File: config.mk
export PLATFORM = sky130hd
export DESIGN_NAME = pll_config_regs
export DESIGN_NICKNAME = d
export VERILOG_FILES = /design/src/shared/pll_cfg_pkg.sv /design/src/verilog/serial_word_capture.sv /design/src/verilog/reference_divider.sv /design/src/verilog/pll_config_regs.sv
export SDC_FILE = /design/constraint.sdc
export NUM_CORES = 1
export LEC_CHECK = 0
export BUFFER_PORTS_ARGS = -buffer_cell sky130_fd_sc_hd__clkbuf_2
export CAP_MARGIN = 20
export CORE_ASPECT_RATIO = 1.5
export CORE_UTILIZATION = 35
export DETAILED_ROUTE_END_ITERATION = 8
export GPL_ROUTABILITY_DRIVEN = 0
export GPL_TIMING_DRIVEN = 0
export PLACE_DENSITY = 0.64
export SETUP_SLACK_MARGIN = 0.15
export SYNTH_ARGS = -nofsm -noshare
export SYNTH_HDL_FRONTEND = slang
export SYNTH_SLANG_ARGS = --single-unit
File: constraint.sdc
create_clock -name clk -period 2.85 [get_ports clk]
set_clock_uncertainty 0.1 [all_clocks]
set_input_delay 0.57 -clock clk [delete_from_list [all_inputs] [get_ports clk]]
set_output_delay 0.57 -clock clk [all_outputs]
set_load 0.02 [all_outputs]
File: src/shared/pll_cfg_pkg.sv
// constants, field positions and carriers for the pll configuration registers
package pll_cfg_pkg;

  localparam int WORD_W = 32;
  localparam int CTRL_W = 4;

  // register select codes carried in the low four bits of every word
  localparam logic [3:0] CTRL_INTEGER = 4'h0;
  localparam logic [3:0] CTRL_AUX_MOD = 4'h2;
  localparam logic [3:0] CTRL_AUX_FRAC = 4'h3;
  localparam logic [3:0] CTRL_REF_PWR = 4'h4;
  localparam logic [3:0] CTRL_BLEED = 4'h5;
  localparam logic [3:0] CTRL_REG_SIX = 4'h6;

  // auxiliary modulus and fraction field
  localparam int AUX_W = 14;
  localparam int AUX_MSB = 17;
  localparam int AUX_LSB = 4;

  // reference and power control fields
  localparam int DITHER2_BIT = 30;
  localparam int MUX_MSB = 29;
  localparam int MUX_LSB = 27;
  localparam int DOUBLER_BIT = 26;
  localparam int HALVE_BIT = 25;
  localparam int RATIO_W = 10;
  localparam int RATIO_MSB = 24;
  localparam int RATIO_LSB = 15;
  localparam int DBUF_BIT = 14;
  localparam int CP_MSB = 13;
  localparam int CP_LSB = 10;
  localparam int MUX_LEVEL_BIT = 8;
  localparam int POLARITY_BIT = 7;
  localparam int PWR_DOWN_BIT = 6;
  localparam int CP_TRI_BIT = 5;
  localparam int CNT_RESET_BIT = 4;

  // bleed and antibacklash fields
  localparam int BLEED_DLY_MSB = 27;
  localparam int BLEED_DLY_LSB = 26;
  localparam int PULSED_BIT = 25;
  localparam int ABP_BIT = 23;
  localparam logic [2:0] ABP_NARROW_CODE = 3'h4;

  // register six output divider bits
  localparam int RFDIV_MSB = 23;
  localparam int RFDIV_LSB = 21;

  // reset values
  localparam logic [13:0] AUX_RST = 14'h0000;
  localparam logic [9:0] RATIO_RST = 10'h001;
  localparam logic [2:0] RFDIV_RST = 3'h0;

  typedef struct packed {
    logic       dither2En;
    logic [2:0] muxSelect;
    logic       doublerEn;
    logic       halvingEn;
    logic [9:0] refRatio;
    logic       dbufEn;
    logic [3:0] cpCurrent;
    logic       muxLevelDigital;
    logic       polarityPositive;
    logic       powerDown;
    logic       cpTristate;
    logic       counterReset;
  } refPwrCfg_s;

  typedef struct packed {
    logic       pulsedEn;
    logic [1:0] bleedDelay;
    logic       abpNarrow;
  } bleedCfg_s;

endpackage

File: src/verilog/serial_word_capture.sv
// three-wire serial shift register with latch strobe
`timescale 1ns/10ps
module serial_word_capture
  import pll_cfg_pkg::*;
(
  input  wire logic              clk,
  input  wire logic              rst_n,
  input  wire logic              serClk,
  input  wire logic              serData,
  input  wire logic              serLatch,
  output logic [WORD_W-1:0]      word,
  output logic                   wordValid
);

  logic [WORD_W-1:0] shift_q;      // bits as they arrive, msb first
  logic              serClkPrev_q; // last serial clock level
  logic              latchPrev_q;  // last latch level

  wire clkRise = serClk & ~serClkPrev_q;
  wire latchRise = serLatch & ~latchPrev_q;

  // edge history of the pins
  always_ff @(posedge clk or negedge rst_n)
  begin
    if (!rst_n)
    begin
      serClkPrev_q <= 1'b0;
      latchPrev_q  <= 1'b0;
    end
    else
    begin
      serClkPrev_q <= serClk;
      latchPrev_q  <= serLatch;
    end
  end

  // shift in on serial clock rise; word leaves only on latch rise
  always_ff @(posedge clk or negedge rst_n)
  begin
    if (!rst_n)
    begin
      shift_q   <= '0;
      word      <= '0;
      wordValid <= 1'b0;
    end
    else
    begin
      if (clkRise)
        shift_q <= {shift_q[WORD_W-2:0], serData};
      wordValid <= latchRise;
      if (latchRise)
        word <= shift_q;
    end
  end

endmodule

File: src/verilog/reference_divider.sv
// reference edge selection, 10-bit ratio divider and halving toggle
`timescale 1ns/10ps
module reference_divider
  import pll_cfg_pkg::*;
(
  input  wire logic               clk,
  input  wire logic               rst_n,
  input  wire logic               reference_input,
  input  wire logic               doublerEn,
  input  wire logic               halvingEn,
  input  wire logic [RATIO_W-1:0] refRatio,
  input  wire logic               hold,
  output logic                    pfdRefPulse
);

  logic               refPrev_q;  // last reference level
  logic [RATIO_W-1:0] count_q;    // active edges seen this period
  logic               toggle_q;   // halving flip-flop

  wire fallEdge = refPrev_q & ~reference_input;
  wire anyEdge = refPrev_q ^ reference_input;
  // doubler makes both edges count, otherwise only the falling one
  wire activeEdge = doublerEn ? anyEdge : fallEdge;
  // a ratio of zero is illegal; it behaves as one
  wire [RATIO_W-1:0] lastCount = (refRatio == '0) ? '0 : refRatio - 1'b1;
  wire divOut = activeEdge && (count_q == lastCount);

  always_ff @(posedge clk or negedge rst_n)
  begin
    if (!rst_n)
    begin
      refPrev_q   <= 1'b0;
      count_q     <= '0;
      toggle_q    <= 1'b0;
      pfdRefPulse <= 1'b0;
    end
    else
    begin
      refPrev_q <= reference_input;
      if (hold)
      begin
        // counters sit in their load state
        count_q     <= '0;
        toggle_q    <= 1'b0;
        pfdRefPulse <= 1'b0;
      end
      else
      begin
        if (divOut)
          count_q <= '0;
        else if (activeEdge)
          count_q <= count_q + 1'b1;
        if (divOut)
          toggle_q <= ~toggle_q;
        pfdRefPulse <= divOut && (!halvingEn || toggle_q);
      end
    end
  end

endmodule

File: src/verilog/pll_config_regs.sv
// configuration registers two to six of the fractional-n synthesizer
//
// What this block does
// - control codes 0 and 2..6 pick the target register
// - auxiliary modulus taken from bits 17..4
// - modulus shadowed until next integer write
// - bit 30 enables second stage dither
// - bits 29..27 choose multiplexed output source
// - bit 26 doubles reference, both edges active
// - bit 25 halves divider output by toggle
// - ten-bit reference ratio, host uses 1..1023
// - bit 14 shadows register six divider bits
// - bits 13..10 set charge pump current
// - bit 8 picks output high level
// - bit 7 sets phase detector polarity
// - bit 6 powers down, contents retained
// - power-down resets counters, tristates, keeps writes
// - bit 5 tristates the charge pump
// - bit 4 holds n and r counters
// - bleed bit 25 pulses, delay bits 27..26
// - bit 23 picks fixed narrow antibacklash
// - divider bits move on integer write if shadowing
// - register six bits 23..21 pick divider
`timescale 1ns/10ps
module pll_config_regs
  import pll_cfg_pkg::*;
(
  input  wire logic         clk,
  input  wire logic         rst_n,
  input  wire logic         serClk,
  input  wire logic         serData,
  input  wire logic         serLatch,
  input  wire logic         reference_input,
  output logic [AUX_W-1:0]  auxModulus,
  output logic [AUX_W-1:0]  auxFraction,
  output refPwrCfg_s        refPwr,
  output bleedCfg_s         bleed,
  output logic [2:0]        abpWidthCode,
  output logic [2:0]        rfDividerSel,
  output logic              cpHighZ,
  output logic              countersHeld,
  output logic              lockDetectClear,
  output logic              rfBuffersOff,
  output logic              integerLoad,
  output logic              pfdRefPulse
);

  //////////////////////////////////////////////////////////////////////////
  // helpers

  // true when a freshly latched word carries the given select code
  function automatic logic selects(input logic [WORD_W-1:0] w,
                                   input logic              v,
                                   input logic [3:0]        code);
    selects = v && (w[CTRL_W-1:0] == code);
  endfunction

  // the 14-bit field shared by modulus and fraction words
  function automatic logic [AUX_W-1:0] auxField(
    input logic [WORD_W-1:0] w);
    auxField = w[AUX_MSB:AUX_LSB];
  endfunction

  //////////////////////////////////////////////////////////////////////////
  // serial word capture

  logic [WORD_W-1:0] word;       // last latched word
  logic              wordValid;  // one-cycle pulse per latch

  serial_word_capture u_capture (
    .clk       (clk),
    .rst_n     (rst_n),
    .serClk    (serClk),
    .serData   (serData),
    .serLatch  (serLatch),
    .word      (word),
    .wordValid (wordValid)
  );

  //////////////////////////////////////////////////////////////////////////
  // select decode

  wire hitInteger = selects(word, wordValid, CTRL_INTEGER);
  wire hitAuxMod = selects(word, wordValid, CTRL_AUX_MOD);
  wire hitAuxFrac = selects(word, wordValid, CTRL_AUX_FRAC);
  wire hitRefPwr = selects(word, wordValid, CTRL_REF_PWR);
  wire hitBleed = selects(word, wordValid, CTRL_BLEED);
  wire hitRegSix = selects(word, wordValid, CTRL_REG_SIX);

  //////////////////////////////////////////////////////////////////////////
  // field extraction from the latched word

  refPwrCfg_s refPwr_d;  // reference and power word, unpacked
  bleedCfg_s  bleed_d;   // bleed word, unpacked

  assign refPwr_d.dither2En = word[DITHER2_BIT];
  assign refPwr_d.muxSelect = word[MUX_MSB:MUX_LSB];
  assign refPwr_d.doublerEn = word[DOUBLER_BIT];
  assign refPwr_d.halvingEn = word[HALVE_BIT];
  assign refPwr_d.refRatio = word[RATIO_MSB:RATIO_LSB];
  assign refPwr_d.dbufEn = word[DBUF_BIT];
  assign refPwr_d.cpCurrent = word[CP_MSB:CP_LSB];
  assign refPwr_d.muxLevelDigital = word[MUX_LEVEL_BIT];
  assign refPwr_d.polarityPositive = word[POLARITY_BIT];
  assign refPwr_d.powerDown = word[PWR_DOWN_BIT];
  assign refPwr_d.cpTristate = word[CP_TRI_BIT];
  assign refPwr_d.counterReset = word[CNT_RESET_BIT];

  assign bleed_d.pulsedEn = word[PULSED_BIT];
  assign bleed_d.bleedDelay = word[BLEED_DLY_MSB:BLEED_DLY_LSB];
  assign bleed_d.abpNarrow = word[ABP_BIT];

  //////////////////////////////////////////////////////////////////////////
  // auxiliary modulus and fraction

  logic [AUX_W-1:0] auxModShadow_q;  // written modulus, not yet live

  always_ff @(posedge clk or negedge rst_n)
  begin
    if (!rst_n)
      auxModShadow_q <= AUX_RST;
    else if (hitAuxMod)
      auxModShadow_q <= auxField(word);
  end

  // live only on integer write
  // a modulus and integer latched in the same word cannot happen, so the
  // shadow always holds the value software wrote before the integer word
  always_ff @(posedge clk or negedge rst_n)
  begin
    if (!rst_n)
      auxModulus <= AUX_RST;
    else if (hitInteger)
      auxModulus <= auxModShadow_q;
  end

  // fraction is live at once; the host keeps it below the modulus
  // no range check here
  always_ff @(posedge clk or negedge rst_n)
  begin
    if (!rst_n)
      auxFraction <= AUX_RST;
    else if (hitAuxFrac)
      auxFraction <= auxField(word);
  end

  //////////////////////////////////////////////////////////////////////////
  // reference, charge pump and power register

  // held through power-down
  // nothing here clears on power-down, so all settings survive it
  always_ff @(posedge clk or negedge rst_n)
  begin
    if (!rst_n)
    begin
      refPwr          <= '0;
      refPwr.refRatio <= RATIO_RST;
    end
    else if (hitRefPwr)
      refPwr <= refPwr_d;
  end

  //////////////////////////////////////////////////////////////////////////
  // bleed and antibacklash register

  always_ff @(posedge clk or negedge rst_n)
  begin
    if (!rst_n)
      bleed <= '0;
    else if (hitBleed)
      bleed <= bleed_d;
  end

  // narrow width or delay code
  // the delay code sets the width even with pulsed bleed off
  wire [2:0] abpWidth_d = bleed.abpNarrow ? ABP_NARROW_CODE
                                          : {1'b0, bleed.bleedDelay};

  always_ff @(posedge clk or negedge rst_n)
  begin
    if (!rst_n)
      abpWidthCode <= '0;
    else
      abpWidthCode <= abpWidth_d;
  end

  //////////////////////////////////////////////////////////////////////////
  // register six output divider bits

  logic [2:0] rfDivShadow_q;  // divider bits waiting for integer write

  always_ff @(posedge clk or negedge rst_n)
  begin
    if (!rst_n)
      rfDivShadow_q <= RFDIV_RST;
    else if (hitRegSix)
      rfDivShadow_q <= word[RFDIV_MSB:RFDIV_LSB];
  end

  // transfer on integer write
  // with shadowing off the divider follows each register six word at once
  wire [2:0] rfDiv_d =
    (!refPwr.dbufEn && hitRegSix) ? word[RFDIV_MSB:RFDIV_LSB] :
    (refPwr.dbufEn && hitInteger) ? rfDivShadow_q :
                                    rfDividerSel;

  always_ff @(posedge clk or negedge rst_n)
  begin
    if (!rst_n)
      rfDividerSel <= RFDIV_RST;
    else
      rfDividerSel <= rfDiv_d;
  end

  //////////////////////////////////////////////////////////////////////////
  // power-down effects on the analog core

  wire cpHighZ_d = refPwr.cpTristate | refPwr.powerDown;
  wire countersHeld_d = refPwr.counterReset | refPwr.powerDown;
  wire lockClear_d = refPwr.powerDown;
  wire rfOff_d = refPwr.powerDown;

  // registered so every core control leaves a flip-flop cleanly
  always_ff @(posedge clk or negedge rst_n)
  begin
    if (!rst_n)
    begin
      cpHighZ         <= 1'b0;
      countersHeld    <= 1'b0;
      lockDetectClear <= 1'b0;
      rfBuffersOff    <= 1'b0;
      integerLoad     <= 1'b0;
    end
    else
    begin
      cpHighZ         <= cpHighZ_d;
      countersHeld    <= countersHeld_d;
      lockDetectClear <= lockClear_d;
      rfBuffersOff    <= rfOff_d;
      // tells the integer register outside that its word was latched
      // host writes the integer word last
      integerLoad     <= hitInteger;
    end
  end

  //////////////////////////////////////////////////////////////////////////
  // reference path to the phase detector

  // held by counter reset
  // the hold uses the registered level, so it lags the word by one cycle
  reference_divider u_refdiv (
    .clk         (clk),
    .rst_n       (rst_n),
    .reference_input       (reference_input),
    .doublerEn   (refPwr.doublerEn),
    .halvingEn   (refPwr.halvingEn),
    .refRatio    (refPwr.refRatio),
    .hold        (countersHeld),
    .pfdRefPulse (pfdRefPulse)
  );

endmodule

# Yosys cells after proc, flatten, opt, wreduce, memory -nomap -nowiden
# Cells that the tools add are included.
op_classes:
  eq_ne: 6
  n_reduce_logical: 18
  n_mul: 0
  div: 0
  mux: 11
  shifts: 0
  n_bitwise: 10
  addsub: 2
  magnitude_cmp: 0
ops:
  columns: ["cell", "count"]
  rows:
  - ["two-way mux 10 bit", 4]
  - ["== test 4 x 3 -> 1 bit, second input constant", 3]
  - ["adder 10 x 1 -> 10 bit, second input constant", 1]
  - ["== test 10 bit", 1]
  - ["logical AND 1 bit", 10]
  - ["logical NOT 10 bit", 1]
  - ["subtractor 10 x 1 -> 10 bit, second input constant", 1]
  - ["two-way mux 3 bit", 3]
  - ["== test 4 x 2 -> 1 bit, second input constant", 2]
  - ["logical NOT 4 bit", 1]
  - ["two-way mux 1 bit", 4]
  - ["NOT 1 bit", 4]
  - ["nonzero test 2 bit", 2]
  - ["bitwise AND 1 bit", 3]
  - ["nonzero test 3 bit", 1]
  - ["logical NOT 1 bit", 2]
  - ["bitwise OR 1 bit", 2]
  - ["logical OR 1 bit", 1]
  - ["bitwise XOR 1 bit", 1]
totals:
  output_inout_bits: 70
  reg_bits: 163
  latchBits: 0
  memories: 0
  inputBits: 6
  word_cells: 81
  mem_bits_ro: 0
  ramBits: 0

# Depth between registers and ports, before layout
depth:
  depth_word: 6
  depth_mapped: 10
  mapped_depth_nobuf: 8

# Modules after synthesis
# From an unflattened synthesis, not the netlist that was laid out.
unflattened:
  cells_unflattened: 501
  area_unflattened_um2: 7279.5
by_module_without_submodules:
  columns: ["mod", "cells_per_inst", "seq_area_each_um2", "area_per_inst_um2", "n_inst"]
  rows:
  - ["pll_config_regs", 208, 2128.3, 3291.9, 1]
  - ["serial_word_capture", 142, 1676.6, 2732.6, 1]
  - ["reference_divider", 151, 325.3, 1255.0, 1]

# Least setup slack after synthesis
# Ideal clock, no wire load.
synth_timing:
  kind: "flip-flop to flip-flop"
  startpoint: "reg, netlist name refPwr[11]"
  endpoint: "reg u_refdiv.toggle_q"
  setup_slack_ns: 0.087
  arrival_ns: 2.535
  n_path_buf: 1
  required_ns: 2.622
  path_stages_with_launch: 10
  synth_period_minus_slack_ns: 2.763
  cell_sequence: "dfrtp_1 inv_1 ha_1 or3b_1 clkbuf_1 a211oi_1 a211oi_1 a2111o_1 nor4_4 mux2_1"
synth_via:
  elab_chain_len: 5
synth_lines:
  columns: ["element", "line", "text"]
  rows:
  - ["subtractor 10 x 1 -> 10 bit or logical NOT 10 bit (tied branches)", "reference_divider.sv:25", "wire [RATIO_W-1:0] lastCount = (refRatio == '0) ? '0 : refRatio - 1'b1;"]
  - ["two-way mux 10 bit (*)", "reference_divider.sv:25", null]
  - ["== test 10 bit (*)", "reference_divider.sv:26", "wire divOut = activeEdge && (count_q == lastCount);"]
  - ["logical AND 1 bit (*)", "reference_divider.sv:26", null]
  - ["nonzero test 2 bit (no source line) (*)", null, null]
  - ["end signal, assigned", "reference_divider.sv:54", "toggle_q <= ~toggle_q;"]
  - ["end, declared", "reference_divider.sv:18", "logic toggle_q;"]
# Mark *: on every way between the ends. The rest lies on a longest branch, timed or not.
# A chain may end at the register's enable or synchronous reset.

# Final worst setup path
layout_timing:
  startpoint: "reg, netlist name refPwr[16]"
  endpoint: "reg u_refdiv.toggle_q"
layout_via:
  elab_chain_len: 5
layout_lines:
  columns: ["element", "line"]
  rows:
  - ["subtractor 10 x 1 -> 10 bit or logical NOT 10 bit (tied branches)", "reference_divider.sv:25"]
  - ["two-way mux 10 bit (*)", "reference_divider.sv:25"]
  - ["== test 10 bit (*)", "reference_divider.sv:26"]
  - ["logical AND 1 bit (*)", "reference_divider.sv:26"]
  - ["nonzero test 2 bit (no source line) (*)", null]
# Marked as above.

==> impl_metrics.toml <==
[outcome]
status = "finished, final reports clean"

[global_routing]
grt_pass1_vias = 4732
grt_use_total_pct = 16.4
grt_remaining_overflow = 0
antenna_found_initial = 0
grt_pass1_wl_mm = 25.1
grt_max_degree = 111

[flow_run]
cap_viol_max_count = 0

[pwr]
internal_power_uw = 4630
peakVddDrop_uv = 464
p_per_area_mw_per_mm2 = 775
power_leakage_uw = 0.00416
p_comb_share_pct = 17.7
switchingPower_uw = 1870
seqPwrFrac_pct = 47.2
clkPwrFrac_pct = 35.1
p_sw_share_pct = 28.7
p_total_uw = 6500

[setup_path]
end_kind = "flip-flop"
crit_type = "flip-flop to flip-flop"
cp-start-kind = "flip-flop"
arrival_ns = 2.95
max_stage_delay_ns = 0.47
worstPathMaxFanout = 7
required_ns = 3.05
path_cells = "buf_6 -> or4_4 -> buf_6 -> o211a_1 -> nor4_4 -> o2111ai_2 -> nor4_4 -> mux2_4"
crit_buf_inv = 2
path_delay_family = "simple AND/OR/NAND/NOR gates"
worst_path_max_delay_cell = "or4_4"

[clock_tree]
ctsRootBufferMaster = "clkbuf_16"
clk_latency_ns = 0.42
clockBufferDepth = 2
cts-htree-levels = 4
clk_pin_slew_ns = 0.06
cts_tree = "built"
cts_buffers = 17
cts_sinks = 163

[synth]
yosysMostFrequentCell = "dfrtp_1"
synth_top_area_share_pct = 59.7
synthDistinctLibCells = 52
synth_seq_cells = 163
synth_seq_area_share_pct = 60.0
synthTopCellsByArea = "dfrtp_1 (60%), mux2_2 (20%), nand2_1 (3.4%), clkbuf_1 (1.3%), nor3_1 (1.1%)"
synth_warnings = 0
synthCells = 520
syn-num-nets = 529
yosys.area.top_type = "dfrtp_1"
synthTopCellsByCount = "dfrtp_1 (162), mux2_2 (120), nand2_1 (62), clkbuf_1 (24), nor3_1 (15)"
syn_area_sq_mm = 0.00680
ys.flop_type = "dfrtp_1"
async_flop_share_pct = 100
syn_area_per_cell_sq_um = 13.1
synth_edf_count = 0

[timing]
final-max-slew-violation-count = 0
period_share_pct = 96.5
worst_pin_slew_ns = 0.811
max_freq_ghz = 0.364
hold_viol = 0
finalSetupViolCount = 0
rsz0062_at_grt = "true"
min_period_ns = 2.75
max_slew_margin_pct = 45.9
hold_slack_ns = 0.00893

[die]
die_h_um = 173
placementRows = 62
initial_core_util_pct = 35.6
io_pins = 76
core_sq_mm = 0.0191
die-area_sq_mm = 0.0200
dieWidth_um = 116

[detailed_routing]
viasPerCell = 4.98
firstDrtPassIters = 5
routed_wl_mm = 14.9
drtAntennaViolNets = 0
drt_iter0_markers = 312
vias = 4453
routedWlPerCell_um = 16.6
drc = 0

[final_layout]
fillers = 1819
area_growth_pct = 23.4
fin_nets = 635
layout-drive-gt1-share_pct = 44.6
n_antenna_cell = 0
finalNonFillerCells = 895

[placed_design]
placed_cells = 852
numPortBuffers = 75
hpwl_mm = 10.2

[hold_path]
hold_class = "primary input to async pin"
## final cells by class
cell class,instances,area (sq um),area share (%)
Sequential cell,163,4090,48.7
Multi-Input combinational cell,318,2690,32.1
Timing Repair Buffer,87,494,5.89
Clock buffer,21,460,5.49
Tap cell,256,320,3.82
Buffer,33,185,2.21
Clock inverter,11,128,1.52
Inverter,6,22.5,0.269
## final timing paths
path                            startpoint                endpoint  slack (ns)  cells past startpoint
worst max-delay path            refPwr[16]       u_refdiv.toggle_q         0.1                      8
worst min-delay path                 rst_n         abpWidthCode[1]       0.009                      1
worst max register to register  refPwr[16]       u_refdiv.toggle_q         0.1                      8
worst min register to register    bleed[0]         abpWidthCode[2]        0.36                      0
max in group asynchronous            rst_n              refPwr[12]        1.74                      2
min in group clk                    serClk  u_capture.serClkPrev_q        0.16                      1
## placed cells by master (no fill, tap or decap), types with 11 or more instances in the layout
master,count
dfrtp_1,158
mux2_2,120
clkbuf_2,77
nand2_1,62
clkbuf_1,20
buf_4,17
clkbuf_16,17
nor3_1,13
nor2b_1,11
nor2_1,11
## layer usage
layer,track usage [%],routed length (um)
met5,0,0
met4,6.68,402
met3,3.89,567
met2,27.9,7770
met1,19.7,6130
## per-stage QoR
step           cell area, sq um  util, %  worst slack, ns  setup TNS, ns
4_1_cts                    8310     43.5           0.0860              0
3_3_place_gp               7550     39.6            -1.95        -262.76
3_5_place_dp               7590     39.8           -0.103         -0.627
5_1_grt                    8390     43.9           0.0102              0
2_1_floorplan              6860        -            0.162              0
6_report                   8390     43.9           0.0998              0
## power groups by stage
| stage | Sequential (uW) | Combinational [uW] | Clock [uW] |
|---|---|---|---|
| after floorplan | 3150 | 640 | 0 |
| after global placement | 3090 | 1080 | 0 |
| after detailed placement | 3120 | 1120 | 0 |
| after CTS | 3080 | 1160 | 2340 |
| after global routing | 3140 | 1250 | 2430 |
| final | 3070 | 1150 | 2280 |
## sequential cells by signal (all words and copies together) (netlist names)
register                count
bleed                       4
abpWidthCode                3
rfDividerSel                3
u_refdiv.pfdRefPulse        1
auxFraction                14
rfBuffersOff                1
auxModShadow_q             14
u_refdiv.count_q           10
refPwr                     25
cpHighZ                     1
countersHeld                1
u_capture.word             31
u_capture.wordValid         1
lockClear_d                 1
auxModulus                 14
u_capture.latchPrev_q       1
u_capture.shift_q          31
rfDivShadow_q               3
u_refdiv.toggle_q           1
u_capture.serClkPrev_q      1
u_refdiv.refPrev_q          1
integerLoad                 1
## kinds of logic after synthesis
| group | share of synthesized area, % |
|---|---|
| AOI/OAI and AO/OA | 4.38 |
| xor gates and xnor gates | 1.80 |
| adders and majority gates | 0.552 |
| buffers and inverters | 2.52 |
| DFF | 60.0 |
| muxes | 20.2 |
| and+or+nand+nor | 10.5 |
## what timing repair did
item | CTS | global route
resized for setup | 16 | 17
setup endpoints to repair | 12 | 15
hold buffers | 0 | 0
pin swaps | 7 | 5
buffers inserted | 7 | 4
(Power assumes the default switching activity.)
